## src/adcrp_pkg.sv

```systemverilog
package adcrp_pkg;

  // core clock and conversion timing
  localparam int CLK_PERIOD_NS = 10;
  localparam int CONV_NS_WIDE = 640;
  localparam int CONV_NS_NARROW = 450;
  // longest times round down to whole cycles
  localparam int CONV_CYC_WIDE = CONV_NS_WIDE / CLK_PERIOD_NS;
  localparam int CONV_CYC_NARROW = CONV_NS_NARROW / CLK_PERIOD_NS;

  // configuration_word format codes {frame_length_select, output_lane_select}
  localparam logic [1:0] FMT_32_DUAL = 2'h0;
  localparam logic [1:0] FMT_32_SINGLE = 2'h1;
  localparam logic [1:0] FMT_16_DUAL = 2'h2;
  localparam logic [1:0] FMT_16_SINGLE = 2'h3;
  localparam logic [1:0] FMT_RESET = FMT_32_DUAL;

  // least falling edges the host owes per frame, by format
  localparam int MIN_EDGES_32_DUAL = 32;
  localparam int MIN_EDGES_32_SINGLE = 48;
  localparam int MIN_EDGES_16_DUAL = 16;
  localparam int MIN_EDGES_16_SINGLE = 32;

  // falling edge numbers that launch data
  localparam logic [5:0] MSB_EDGE_32 = 6'h10;
  localparam logic [5:0] MSB_EDGE_16 = 6'h02;
  localparam logic [5:0] LANE_B_SHIFT = 6'h10;
  localparam logic [5:0] EDGE_MAX = 6'h3f;
  localparam logic [5:0] EDGE_RESET = 6'h00;

  // synchroniser reset levels: frame select idles high
  localparam logic SYNC_RST_SEL = 1'b1;
  localparam logic SYNC_RST_CLK = 1'b0;

  localparam int RESULT_W = 16;
  localparam int RES_BITS_DEFAULT = 16;
  localparam int FIFO_DEPTH_DEFAULT = 8;

  typedef struct packed {
    logic [RESULT_W-1:0] res_a;
    logic [RESULT_W-1:0] res_b;
  } adcrp_sample_t;

  localparam adcrp_sample_t SAMPLE_RESET = '0;

  typedef enum logic [1:0] {
    ST_IDLE,
    ST_CONVERT,
    ST_SHIFT
  } adcrp_state_t;

endpackage

```

## src/adcrp_port.sv

```systemverilog
module adcrp_fifo #(
  parameter int WIDTH = 32,
  parameter int DEPTH = 8
) (
  input wire logic clk_in,
  input wire logic rstn_in,
  input wire logic [WIDTH-1:0] in_data_in,
  input wire logic in_valid_in,
  output logic in_ready_out,
  output logic [WIDTH-1:0] out_data_out,
  output logic out_valid_out,
  input wire logic out_ready_in
);
  localparam int AW = (DEPTH > 1) ? $clog2(DEPTH) : 1;
  localparam logic [AW:0] CNT_FULL = (AW+1)'(DEPTH);

  logic [WIDTH-1:0] mem_r [DEPTH];
  logic [AW-1:0] wr_r;
  logic [AW-1:0] rd_r;
  logic [AW:0] cnt_r;
  logic [AW:0] cnt_nxt;
  logic push;
  logic pop;

  function automatic logic [AW-1:0] ptr_step(input logic [AW-1:0] p);
    ptr_step = (p == AW'(DEPTH - 1)) ? '0 : AW'(p + 1'b1);
  endfunction

  assign push = in_valid_in && in_ready_out;
  assign pop = out_ready_in && out_valid_out;
  assign out_data_out = mem_r[rd_r];

  always_comb begin
    cnt_nxt = cnt_r;
    if (push && !pop) begin
      cnt_nxt = (AW+1)'(cnt_r + 1'b1);
    end else if (pop && !push) begin
      cnt_nxt = (AW+1)'(cnt_r - 1'b1);
    end
  end

  always_ff @(posedge clk_in or negedge rstn_in) begin
    if (!rstn_in) begin
      wr_r <= '0;
      rd_r <= '0;
      cnt_r <= '0;
      in_ready_out <= 1'b1;
      out_valid_out <= 1'b0;
    end else begin
      if (push) begin
        wr_r <= ptr_step(wr_r);
      end
      if (pop) begin
        rd_r <= ptr_step(rd_r);
      end
      cnt_r <= cnt_nxt;
      in_ready_out <= (cnt_nxt != CNT_FULL);
      out_valid_out <= (cnt_nxt != '0);
    end
  end

  always_ff @(posedge clk_in) begin
    if (push) begin
      mem_r[wr_r] <= in_data_in;
    end
  end
endmodule

module adcrp_port
  import adcrp_pkg::*;
#(
  parameter int RES_BITS = RES_BITS_DEFAULT,
  parameter int FIFO_DEPTH = FIFO_DEPTH_DEFAULT
) (
  input wire logic clk_in,
  input wire logic rstn_in,
  input wire logic frame_sel_n_in,
  input wire logic serial_clk_in,
  input wire logic frame_length_select_in,
  input wire logic output_lane_select_in,
  input wire adcrp_sample_t result_in,
  input wire logic result_valid_in,
  output logic result_ready_out,
  output logic serial_out_a_out,
  output logic serial_out_a_oe_out,
  output logic serial_out_b_out,
  output logic serial_out_b_oe_out,
  output logic sampling_out,
  output logic converting_out
);
  localparam int CONV_CYC = (RES_BITS == 16) ? CONV_CYC_WIDE : CONV_CYC_NARROW;
  localparam logic [6:0] CONV_LOAD = 7'(CONV_CYC - 1);

  logic sel_meta_r;
  logic sel_sync_r;
  logic sel_prev_r;
  logic sclk_meta_r;
  logic sclk_sync_r;
  logic sclk_prev_r;
  logic frame_start;
  logic frame_end;
  logic sclk_fall;

  adcrp_state_t state_r;
  logic [1:0] fmt_r;
  logic [1:0] fmt_req;
  logic [6:0] conv_cnt_r;
  logic conv_done;
  logic [5:0] edge_r;
  logic [5:0] edge_nxt;
  logic [5:0] msb_edge;
  logic [5:0] pos;
  logic in_data;
  logic bit_a;
  logic bit_b;
  adcrp_sample_t word_r;
  adcrp_sample_t fifo_data;
  logic fifo_valid;

  adcrp_fifo #(
    .WIDTH($bits(adcrp_sample_t)),
    .DEPTH(FIFO_DEPTH)
  ) u_fifo (
    .clk_in(clk_in),
    .rstn_in(rstn_in),
    .in_data_in(result_in),
    .in_valid_in(result_valid_in),
    .in_ready_out(result_ready_out),
    .out_data_out(fifo_data),
    .out_valid_out(fifo_valid),
    .out_ready_in(conv_done)
  );

  // bit p after the MSB of a result, zero once the result is exhausted
  function automatic logic lane_bit(input logic [RESULT_W-1:0] w, input logic [5:0] p);
    lane_bit = 1'b0;
    if (p < 6'(RES_BITS)) begin
      lane_bit = w[4'(RES_BITS - 1) - p[3:0]];
    end
  endfunction

  // format code decode shared by the launch, timing and enable logic
  function automatic logic fmt_is_short(input logic [1:0] f);
    fmt_is_short = f[1];
  endfunction

  function automatic logic fmt_is_single(input logic [1:0] f);
    fmt_is_single = f[0];
  endfunction

  // frame select and serial clock pins cross into the core clock through two flops each
  always_ff @(posedge clk_in or negedge rstn_in) begin
    if (!rstn_in) begin
      sel_meta_r <= SYNC_RST_SEL;
      sel_sync_r <= SYNC_RST_SEL;
      sel_prev_r <= SYNC_RST_SEL;
    end else begin
      sel_meta_r <= frame_sel_n_in;
      sel_sync_r <= sel_meta_r;
      sel_prev_r <= sel_sync_r;
    end
  end

  // reset levels match the idle pins so no false edge follows reset
  always_ff @(posedge clk_in or negedge rstn_in) begin
    if (!rstn_in) begin
      sclk_meta_r <= SYNC_RST_CLK;
      sclk_sync_r <= SYNC_RST_CLK;
      sclk_prev_r <= SYNC_RST_CLK;
    end else begin
      sclk_meta_r <= serial_clk_in;
      sclk_sync_r <= sclk_meta_r;
      sclk_prev_r <= sclk_sync_r;
    end
  end

  assign frame_start = sel_prev_r && !sel_sync_r;
  assign frame_end = !sel_prev_r && sel_sync_r;
  assign sclk_fall = sclk_prev_r && !sclk_sync_r && !sel_sync_r && !frame_start;

  // 16-bit builds fold the 16-clock codes back onto the 32-clock formats
  always_comb begin
    fmt_req = {frame_length_select_in, output_lane_select_in};
    if (RES_BITS == 16) begin
      fmt_req[1] = 1'b0;
    end
  end

  assign msb_edge = fmt_is_short(fmt_r) ? MSB_EDGE_16 : MSB_EDGE_32;
  assign edge_nxt = (edge_r == EDGE_MAX) ? edge_r : 6'(edge_r + 1'b1);
  assign pos = 6'(edge_nxt - msb_edge);
  assign in_data = (edge_nxt >= msb_edge) && (state_r == ST_SHIFT);

  always_comb begin
    bit_a = 1'b0;
    bit_b = 1'b0;
    if (in_data) begin
      if (!fmt_is_single(fmt_r)) begin
        bit_a = lane_bit(word_r.res_a, pos);
        bit_b = lane_bit(word_r.res_b, pos);
      end else if (pos < LANE_B_SHIFT) begin
        bit_a = lane_bit(word_r.res_a, pos);
      end else begin
        bit_a = lane_bit(word_r.res_b, 6'(pos - LANE_B_SHIFT));
      end
    end
  end

  // 32-clock formats end on the internal timer, 16-clock ones on serial edge 1
  assign conv_done = (state_r == ST_CONVERT) && !frame_end &&
                     (fmt_is_short(fmt_r) ? sclk_fall : (conv_cnt_r == '0));

  // frame end wins over everything, a cut frame drops back to idle
  always_ff @(posedge clk_in or negedge rstn_in) begin
    if (!rstn_in) begin
      state_r <= ST_IDLE;
    end else if (frame_end) begin
      state_r <= ST_IDLE;
    end else begin
      case (state_r)
        ST_IDLE: begin
          if (frame_start) begin
            state_r <= ST_CONVERT;
          end
        end
        ST_CONVERT: begin
          if (conv_done) begin
            state_r <= ST_SHIFT;
          end
        end
        ST_SHIFT: begin
          if (frame_start) begin
            state_r <= ST_CONVERT;
          end
        end
        default: begin
          state_r <= ST_IDLE;
        end
      endcase
    end
  end

  // format is taken once per frame, changes mid-frame wait for the next one
  always_ff @(posedge clk_in or negedge rstn_in) begin
    if (!rstn_in) begin
      fmt_r <= FMT_RESET;
    end else if (frame_start) begin
      fmt_r <= fmt_req;
    end
  end

  always_ff @(posedge clk_in or negedge rstn_in) begin
    if (!rstn_in) begin
      conv_cnt_r <= '0;
    end else if (frame_start) begin
      conv_cnt_r <= CONV_LOAD;
    end else if (conv_cnt_r != '0) begin
      conv_cnt_r <= 7'(conv_cnt_r - 1'b1);
    end
  end

  always_ff @(posedge clk_in or negedge rstn_in) begin
    if (!rstn_in) begin
      word_r <= SAMPLE_RESET;
    end else if (conv_done) begin
      word_r <= fifo_valid ? fifo_data : SAMPLE_RESET;
    end
  end

  always_ff @(posedge clk_in or negedge rstn_in) begin
    if (!rstn_in) begin
      edge_r <= EDGE_RESET;
    end else if (frame_start) begin
      edge_r <= EDGE_RESET;
    end else if (sclk_fall) begin
      edge_r <= edge_nxt;
    end
  end

  // sample-and-hold: holds from frame start until conversion ends
  always_ff @(posedge clk_in or negedge rstn_in) begin
    if (!rstn_in) begin
      sampling_out <= 1'b1;
    end else if (frame_start) begin
      sampling_out <= 1'b0;
    end else if (conv_done || frame_end) begin
      sampling_out <= 1'b1;
    end
  end

  always_ff @(posedge clk_in or negedge rstn_in) begin
    if (!rstn_in) begin
      converting_out <= 1'b0;
    end else if (frame_start) begin
      converting_out <= 1'b1;
    end else if (conv_done || frame_end) begin
      converting_out <= 1'b0;
    end
  end

  // lane data moves on counted falling edges and clears at frame start and end, enables follow the frame
  always_ff @(posedge clk_in or negedge rstn_in) begin
    if (!rstn_in) begin
      serial_out_a_out <= 1'b0;
    end else if (frame_start) begin
      serial_out_a_out <= 1'b0;
    end else if (frame_end) begin
      serial_out_a_out <= 1'b0;
    end else if (sclk_fall) begin
      serial_out_a_out <= bit_a;
    end
  end

  always_ff @(posedge clk_in or negedge rstn_in) begin
    if (!rstn_in) begin
      serial_out_a_oe_out <= 1'b0;
    end else if (frame_start) begin
      serial_out_a_oe_out <= 1'b1;
    end else if (frame_end) begin
      serial_out_a_oe_out <= 1'b0;
    end
  end

  always_ff @(posedge clk_in or negedge rstn_in) begin
    if (!rstn_in) begin
      serial_out_b_out <= 1'b0;
    end else if (frame_start) begin
      serial_out_b_out <= 1'b0;
    end else if (frame_end) begin
      serial_out_b_out <= 1'b0;
    end else if (sclk_fall) begin
      serial_out_b_out <= bit_b;
    end
  end

  // single lane formats never enable lane b
  always_ff @(posedge clk_in or negedge rstn_in) begin
    if (!rstn_in) begin
      serial_out_b_oe_out <= 1'b0;
    end else if (frame_start) begin
      serial_out_b_oe_out <= !fmt_is_single(fmt_req);
    end else if (frame_end) begin
      serial_out_b_oe_out <= 1'b0;
    end
  end
endmodule

```

## config.mk

```make
export PLATFORM = sky130hd
export DESIGN_NAME = adcrp_port
export DESIGN_NICKNAME = d
export VERILOG_FILES = /design/src/adcrp_pkg.sv /design/src/adcrp_port.sv
export SDC_FILE = /design/constraint.sdc
export NUM_CORES = 1
export LEC_CHECK = 0
export BUFFER_PORTS_ARGS = -buffer_cell sky130_fd_sc_hd__buf_2
export CORE_AREA = 10 10 166 168
export DETAILED_ROUTE_END_ITERATION = 8
export DIE_AREA = 0 0 176 178
export PLACE_DENSITY = 0.71
export SYNTH_ARGS = -nofsm -noshare
export SYNTH_HDL_FRONTEND = slang
export SYNTH_SLANG_ARGS = --single-unit
```

## constraint.sdc

```tcl
create_clock -name clk_in -period 4.9 [get_ports clk_in]
set_input_delay 0.245 -clock clk_in [delete_from_list [all_inputs] [get_ports clk_in]]
set_output_delay 0.245 -clock clk_in [all_outputs]
set_load 0.02 [all_outputs]
```

==> results of run 1 <==
[state kept, by name (all words and copies together), names as in the netlist, 2 cells and up]
signal,count
u_fifo.mem_r,256
u_fifo.rd_r,3
u_fifo.wr_r,3
edge_r,6
conv_cnt_r,7
state_r,2
u_fifo.cnt_r,4
word_r,32
[worst reg2reg max path, cell delays in order (launching register included)]
cell	delay (ns)
dfrtp_1	0.37
inv_1	0.12
ha_1	0.17
nor2b_1	0.38
and2_2	0.36
nand3_1	0.91
a31o_2	0.60
[metal layers]
layer / vias to the layer above / GRT usage / wire length (um)
li1: 2991 / - / -
met1: 3475 / 0.217 / 10600
met2: 195 / 0.280 / 13100
met3: 50 / 0.0302 / 1390
met4: 2 / 0.0597 / 701
met5: - / 0 / 13
[final timing paths]
kind | from | to | slack [ns] | depth (start not counted)
min | result_in[23] | u_fifo.mem_r[7][23] | 0.01 | 1
min in group asynchronous | rstn_in | conv_cnt_r[1] | 0.42 | 2
max in group asynchronous | rstn_in | u_fifo.rd_r[0] | 3.84 | 2
min reg2reg | sclk_meta_r | sclk_sync_r | 0.36 | 0
max reg2reg | conv_cnt_r[0] | converting_out | 1.88 | 6
max | conv_cnt_r[0] | converting_out | 1.88 | 6
[report_power, final]
part | internal (mW) | total (mW) | switching (mW)
Clock | 1.59 | 2.60 | 1.01
Sequential | 3.39 | 3.53 | 0.140
Combinational | 0.286 | 0.774 | 0.488
[cell families (layout without fill, tap and decap cells)]
group,count (synthesis),count (layout)
AND/OR/NAND/NOR,149,149
XOR/XNOR,7,7
adder cells (fa/ha/maj),13,13
AO/OA/AOI/OAI,60,60
flip-flops,328,328
multiplexers,117,117
buffers and inverters,43,145
[repair_timing]
item | 4_1_cts | 5_1_grt
endpoints found under the hold margin | 163 | 0
hold buffers | 18 | 0
buffers inserted | 0 | 0
[through the flow]
step / setup WS, ns / hold WS [ns] / instance area, sq um
finish: 1.88 / 0.0126 / 15100
global route: 1.59 / 0.0174 / 15100
CTS: 1.88 / 0.00210 / 15100
detailed placement: 1.90 / 0.341 / 13800
global placement: 1.96 / 0.343 / 13800
floorplan: 1.08 / -0.0506 / 13100
[cell type report]
type	count	area (sq um)
Sequential cell	328	9500
Fill cell	1730	9000
Multi-Input combinational cell	346	3510
Clock buffer	43	957
Timing Repair Buffer	74	493
Tap cell	324	405
Clock inverter	18	191
Inverter	10	37.5
[cells in the final DEF, fill, tap and decap left out, types with 8 or more instances in the layout]
cell           netlist  final
nand2b_1            12     12
nand2_1             60     60
buf_4                1     13
mux4_2              75     75
nor2_1              18     12
o21ai_0             38     38
buf_2               13     43
mux2i_1             39     39
dfrtp_1             67     64
dlygate4sd3_1        0     18
clkinv_2             0      8
edfxtp_1           256    256
nand3_1             15     15
clkbuf_16            0     36
inv_1               10     10
ha_1                11     11
==> run metrics, run 1 <==
outcome=finished clean; Max Cap Viol=0; largest net degree at the start of global routing=73; die height=178 um; non-filler cells, final=1143; initial antenna violation count=1; cts bufs inserted=34; first-pass iteration count of the detailed router=5; Synth top area share=0.585; Residual DRC=0; worst slew pin tran=1.26 ns; core area=~24000 sq um; headroom to the max-slew limit=0.157; post-synthesis register bit count=between 300 and 400; routed length per placed instance=22.6 um; post-synth top area cell=edfxtp_1; Most used DFF post-synth=edfxtp_1; CP cell instances=inv_1 -> ha_1 -> nor2b_1 -> and2_2 -> nand3_1 -> a31o_2; Max IR drop VDD=roughly 250 uV; row count=57; Clock Tree Buf Depth=3; LEAKAGE=5.16 nW; port bufs=44; Post-Syn Area=13100 sq um; routed via count=6713; die area=between 30000 and 40000 sq um; sequential area share after synthesis=0.722; DRT iter0 DRCs=466; vias per cell=approximately 5.9; share of cells above drive strength 1=0.264; Fin. Hold Viols=0; Final Util=0.626; fin. max-slew vios=0; Compound-Gate Fraction of Synth Area=0.0283; crit path max fanout=33; GPL Wtd Cong=0.827; post_cts resized=0; Post-Syn Nets=767; final setup vio count=0; Placed Instances=~1100; RSZ-0062 raised after global routing=false; DP Wirelength=about 15 mm; CTS tree=yes; unique cell type count in the Yosys netlist=53; Slowest cell on crit path=nand3_1; total grt overflow=0; number of global-route vias before repair=just over 7000; largest family of logic cells by synthesized area=multiplexers; Setup CP Type=reg2reg; top-count cell post-synth=edfxtp_1; Cells after Synth=slightly above 700; antenna viol nets, final=0; Critical Path Max Stage Delay=between 0.9 and 1 ns; WP data required=5.28 ns; n_diodes=0; depth of the CTS H-tree=2; hold crit path type=in2reg; Worst Path Buf+Inv=1; total power=6.91 mW; Simple-Gate Fraction of Synth Area=0.0575; Yosys warning total=0; Die X=~180 um; number of enable flip-flop cells after synthesis=256; final net count=about 840; fin crit period=3.02 ns; area share of xor/xnor cells in the synthesized design=0.00466; All-Layer GR Usage=0.167; CTS root buffer=clkbuf_16; Synth Area in Adders=0.0120; post-route clock period utilization=0.617; Mean Syn Cell Area=18.3 sq um; commonest cells in the netlist=256 x edfxtp_1, 75 x mux4_2, 67 x dfrtp_1; Crit path arrival time=~3.4 ns; first-pass GRT wire length=between 40 and 50 mm; Starting Density=0.545; Reg clk slew, reported paths=0.06 ns; clock sink count=between 300 and 400; ys async rst share=0.220; multiplexer share of the synthesized area=0.161; Routed Wire Length=approximately 26 mm; Ports=46; synth top area cells=edfxtp_1 58%, mux4_2 13%, dfrtp_1 13%; Power Dens Cells=457 nW/um^2; Fin Setup TNS=0 ns; clk_skew=0.0135 ns; fmax=331 MHz; Clock Latency Late Sink=approximately 0.51 ns; Worst path top cell family by delay=simple AND/OR/NAND/NOR gates; crit end category=flop; P&R area growth vs syn=14.9%; Startpoint Class=flop
Power figures use the tool's default switching activity.
==> run 2: changes to the inputs <==
- ABC_AREA: not set -> 1
- CORE_AREA: 10 10 166 168 -> 10 10 167 169
- DIE_AREA: 0 0 176 178 -> 0 0 177 179
- clock period: 4.9 -> 2.85 ns (I/O delays scaled with it)
==> run 2 against run 1 <==
Effect of this change: global-route usage is 0.94 points higher; first-iteration DRC count is 62% higher; clock-buffer cell count is 2 lower.
==> run metrics, run 2 <==
RSZ-0062 raised after global routing=false (unchanged); headroom to the max-slew limit=0.406 (was 0.157); GPL Wtd Cong=0.811 (was 0.827); Setup CP Type=reg2reg (unchanged); fin crit period=2.04 ns (was 3.02 ns); Hold EP=u_fifo.wr_r[0] (was u_fifo.mem_r[7][23]); R2R cell count=12 (was 6); Register-to-Register Setup Slack=0.81 ns (was 1.88 ns); Clock Tree Buf Depth=3 (unchanged); number of global-route vias before repair=8260 (was 7072); Worst Path Buf+Inv=0 (was 1); Fillers=1817 (was 1730); Largest Register=u_fifo.mem_r (unchanged); reg2reg end=serial_out_a_out (was converting_out); number of enable flip-flop cells after synthesis=256 (unchanged); Ports=46 (unchanged); routed length per placed instance=18.2 um (was 22.6 um); ys async rst share=0.220 (unchanged); max reg flops=256 (unchanged); Mean Syn Cell Area=12.0 sq um (was 18.3 sq um); first-pass GRT wire length=44.1 mm (was 40.3 mm); outcome=finished clean (unchanged); Post-Syn Area=13300 sq um (was 13100 sq um); die area=31700 sq um (was 31300 sq um); Worst path top cell family by delay=simple AND/OR/NAND/NOR gates (unchanged); commonest cells after routing, fill and taps aside=256 x edfxtp_1, 172 x nand2_1, 145 x nor2_1 (was 256 x edfxtp_1, 75 x mux4_2, 64 x dfrtp_1); post-synthesis register bit count=328 (unchanged); Slowest cell on crit path=dfrtp_1 (was nand3_1); GR Util met3=0.0314 (was 0.0302); Post-Syn Nets=1154 (was 767); hold crit path type=in2reg (unchanged); first-pass iteration count of the detailed router=5 (unchanged); Yosys warning total=0 (unchanged); Crit path arrival time=2.43 ns (was 3.40 ns); cts bufs inserted=34 (unchanged); hold path depth=4 (was 1); Residual DRC=0 (unchanged); fmax=490 MHz (was 331 MHz); Max Cap Viol=0 (unchanged); CTS root buffer=clkbuf_16 (unchanged); post_cts resized=0 (unchanged); Setup Fix Bufs, Post-CTS=0 (unchanged); synth top area cells=edfxtp_1 58%, dfrtp_1 13%, o21ai_0 5.4% (was edfxtp_1 58%, mux4_2 13%, dfrtp_1 13%); Final Util=0.628 (was 0.626); unique cell type count in the Yosys netlist=34 (was 53); Critical Path Stages=12 (was 6); die height=179 um (was 178 um); Most used DFF post-synth=edfxtp_1 (unchanged); Die X=177 um (was 176 um); final net count=1233 (was 844); Critical Path Max Stage Delay=0.40 ns (was 0.91 ns); Fin Setup TNS=0 ns (unchanged); hold_sp=result_valid_in (was result_in[23]); post-route clock period utilization=0.715 (was 0.617); DRT iter0 DRCs=753 (was 466); worst slew pin tran=0.891 ns (was 1.26 ns); WP data required=3.24 ns (was 5.28 ns); core area=24700 sq um (was 24100 sq um); row count=58 (was 57); sequential area share after synthesis=0.715 (was 0.722); top-count cell post-synth=edfxtp_1 (unchanged); hold_buf cts=36 (was 18); Routed Wire Length=28.1 mm (was 25.8 mm); antenna viol nets, final=0 (unchanged); Reg clk slew, reported paths=0.06 ns (about the same); Max IR drop VDD=635 uV (was 247 uV); fin. max-slew vios=0 (unchanged); leading cell type in the layout, fill and taps excluded=edfxtp_1 (unchanged); GRT met1 Usage=0.238 (was 0.217); Startpoint Class=flop (unchanged); Fin Hold WS=0.0457 ns (was 0.0126 ns); largest net degree at the start of global routing=131 (was 73); crit end category=flop (unchanged); port bufs=44 (unchanged); post-synth top area cell=edfxtp_1 (unchanged); All-Layer GR Usage=0.177 (was 0.167); crit path max fanout=15 (was 33); share of cells above drive strength 1=0.126 (was 0.264); Starting Density=0.537 (was 0.545); Setup WS pre-CTS=0.806 ns (was 1.90 ns); final setup vio count=0 (unchanged); Synth top area share=0.579 (was 0.585); LEAKAGE=5.86 nW (was 5.16 nW); clk_skew=0.0195 ns (was 0.0135 ns); reg2reg start=edge_r[1] (was conv_cnt_r[0]); GRT busiest layer=met2 (unchanged); GRT met2 Usage=0.284 (was 0.280); leading registers by flop count=u_fifo.mem_r (256), word_r (32), conv_cnt_r (7) (unchanged); Cells after Synth=1104 (was 717); total grt overflow=0 (unchanged); initial antenna violation count=0 (was 1); Power Dens Cells=779 nW/um^2 (was 457 nW/um^2); P&R area growth vs syn=17.1% (was 14.9%); clock sink count=328 (unchanged); Fin. Hold Viols=0 (unchanged); depth of the CTS H-tree=2 (unchanged); CP cell instances=ha_1 -> nand3_2 -> o21bai_4 -> nand2_4 -> nand2_1 -> nand3_1 -> nand3_1 -> nand3_1 -> nand3_1 -> nand2_1 -> nand2_1 -> nand2_1 (was inv_1 -> ha_1 -> nor2b_1 -> and2_2 -> nand3_1 -> a31o_2); DP Wirelength=15.1 mm (was 14.5 mm); commonest cells in the netlist=256 x edfxtp_1, 172 x nand2_1, 153 x nor2_1 (was 256 x edfxtp_1, 75 x mux4_2, 67 x dfrtp_1); n_diodes=0 (unchanged); Clock Latency Late Sink=0.51 ns (about the same); CTS tree=yes (unchanged); setup ws final=0.811 ns (was 1.88 ns); routed via count=8573 (was 6713); vias per cell=5.57 (was 5.87)
[run 2: changes by cell type after synthesis, sizes merged, moves of 12 or more]
| cell | previous run | this run |
|---|---|---|
| inv | 10 | 45 |
| nand2 | 60 | 179 |
| mux4 | 75 | 0 |
| o22ai | 0 | 69 |
| o21ai | 38 | 147 |
| a22o | 0 | 32 |
| clkbuf | 17 | 44 |
| mux2i | 39 | 0 |
| nand3 | 15 | 54 |
| nand2b | 12 | 0 |
| nor2 | 18 | 158 |
[run 2: per-layer routing]
metal  routed length (um)  vias up
li1                     -     4114
met1                12000     4117
met2                13400      289
met3                 2030       53
met4                  666        0
met5                    0        -
[run 2: report_power, final]
part           internal [mW]  switching, mW
Sequential              5.85          0.184
Clock                   2.74           1.75
Combinational          0.480           1.10
Total                   9.07           3.04
[run 2: how the worst max path moves through the flow]
stage | start | to
4_1_cts | conv_cnt_r[0] | u_fifo.out_valid_out
6_report | edge_r[1] | serial_out_a_out
5_1_grt | conv_cnt_r[0] | u_fifo.out_valid_out
3_3_place_gp | sel_prev_r | u_fifo.out_valid_out
2_1_floorplan | u_fifo.in_ready_out | u_fifo.mem_r[0][0]
3_5_place_dp | conv_cnt_r[0] | u_fifo.out_valid_out
[run 2: stage by stage]
step / total power [mW] / std cells / area, sq um
2_1_floorplan: 7.02 / 1104 / 13300
3_3_place_gp: 7.63 / 1441 / 14000
3_5_place_dp: 7.67 / 1441 / 14000
4_1_cts: 12.2 / 1539 / 15500
5_1_grt: 12.6 / 1539 / 15500
6_report: 12.1 / 1539 / 15500
[run 2: worst reg2reg max path, delay by kind of cell (launching register included)]
kind	cells	cell delay [ns]
simple gates	10	1.02
flops	1	0.40
compound gates	1	0.28
fa+ha+maj	1	0.23
[run 2: logic make-up after synthesis]
kind of cell	count (synthesis)	share of synthesized area
xor+xnor	3	0.00198
simple gates	400	0.127
fa+ha+maj	11	0.0104
flops	328	0.715
buf+inv	104	0.0311
compound gates	258	0.114
[run 2: area by class of cell]
type	instances	area [sq um]	share of cell area
clock inverter	21	254	0.0163
clock buffer	41	908	0.0584
inverter	46	176	0.0113
multi-input combinational	672	3430	0.221
tap	330	413	0.0266
timing repair buffer	101	866	0.0557
sequential	328	9500	0.611
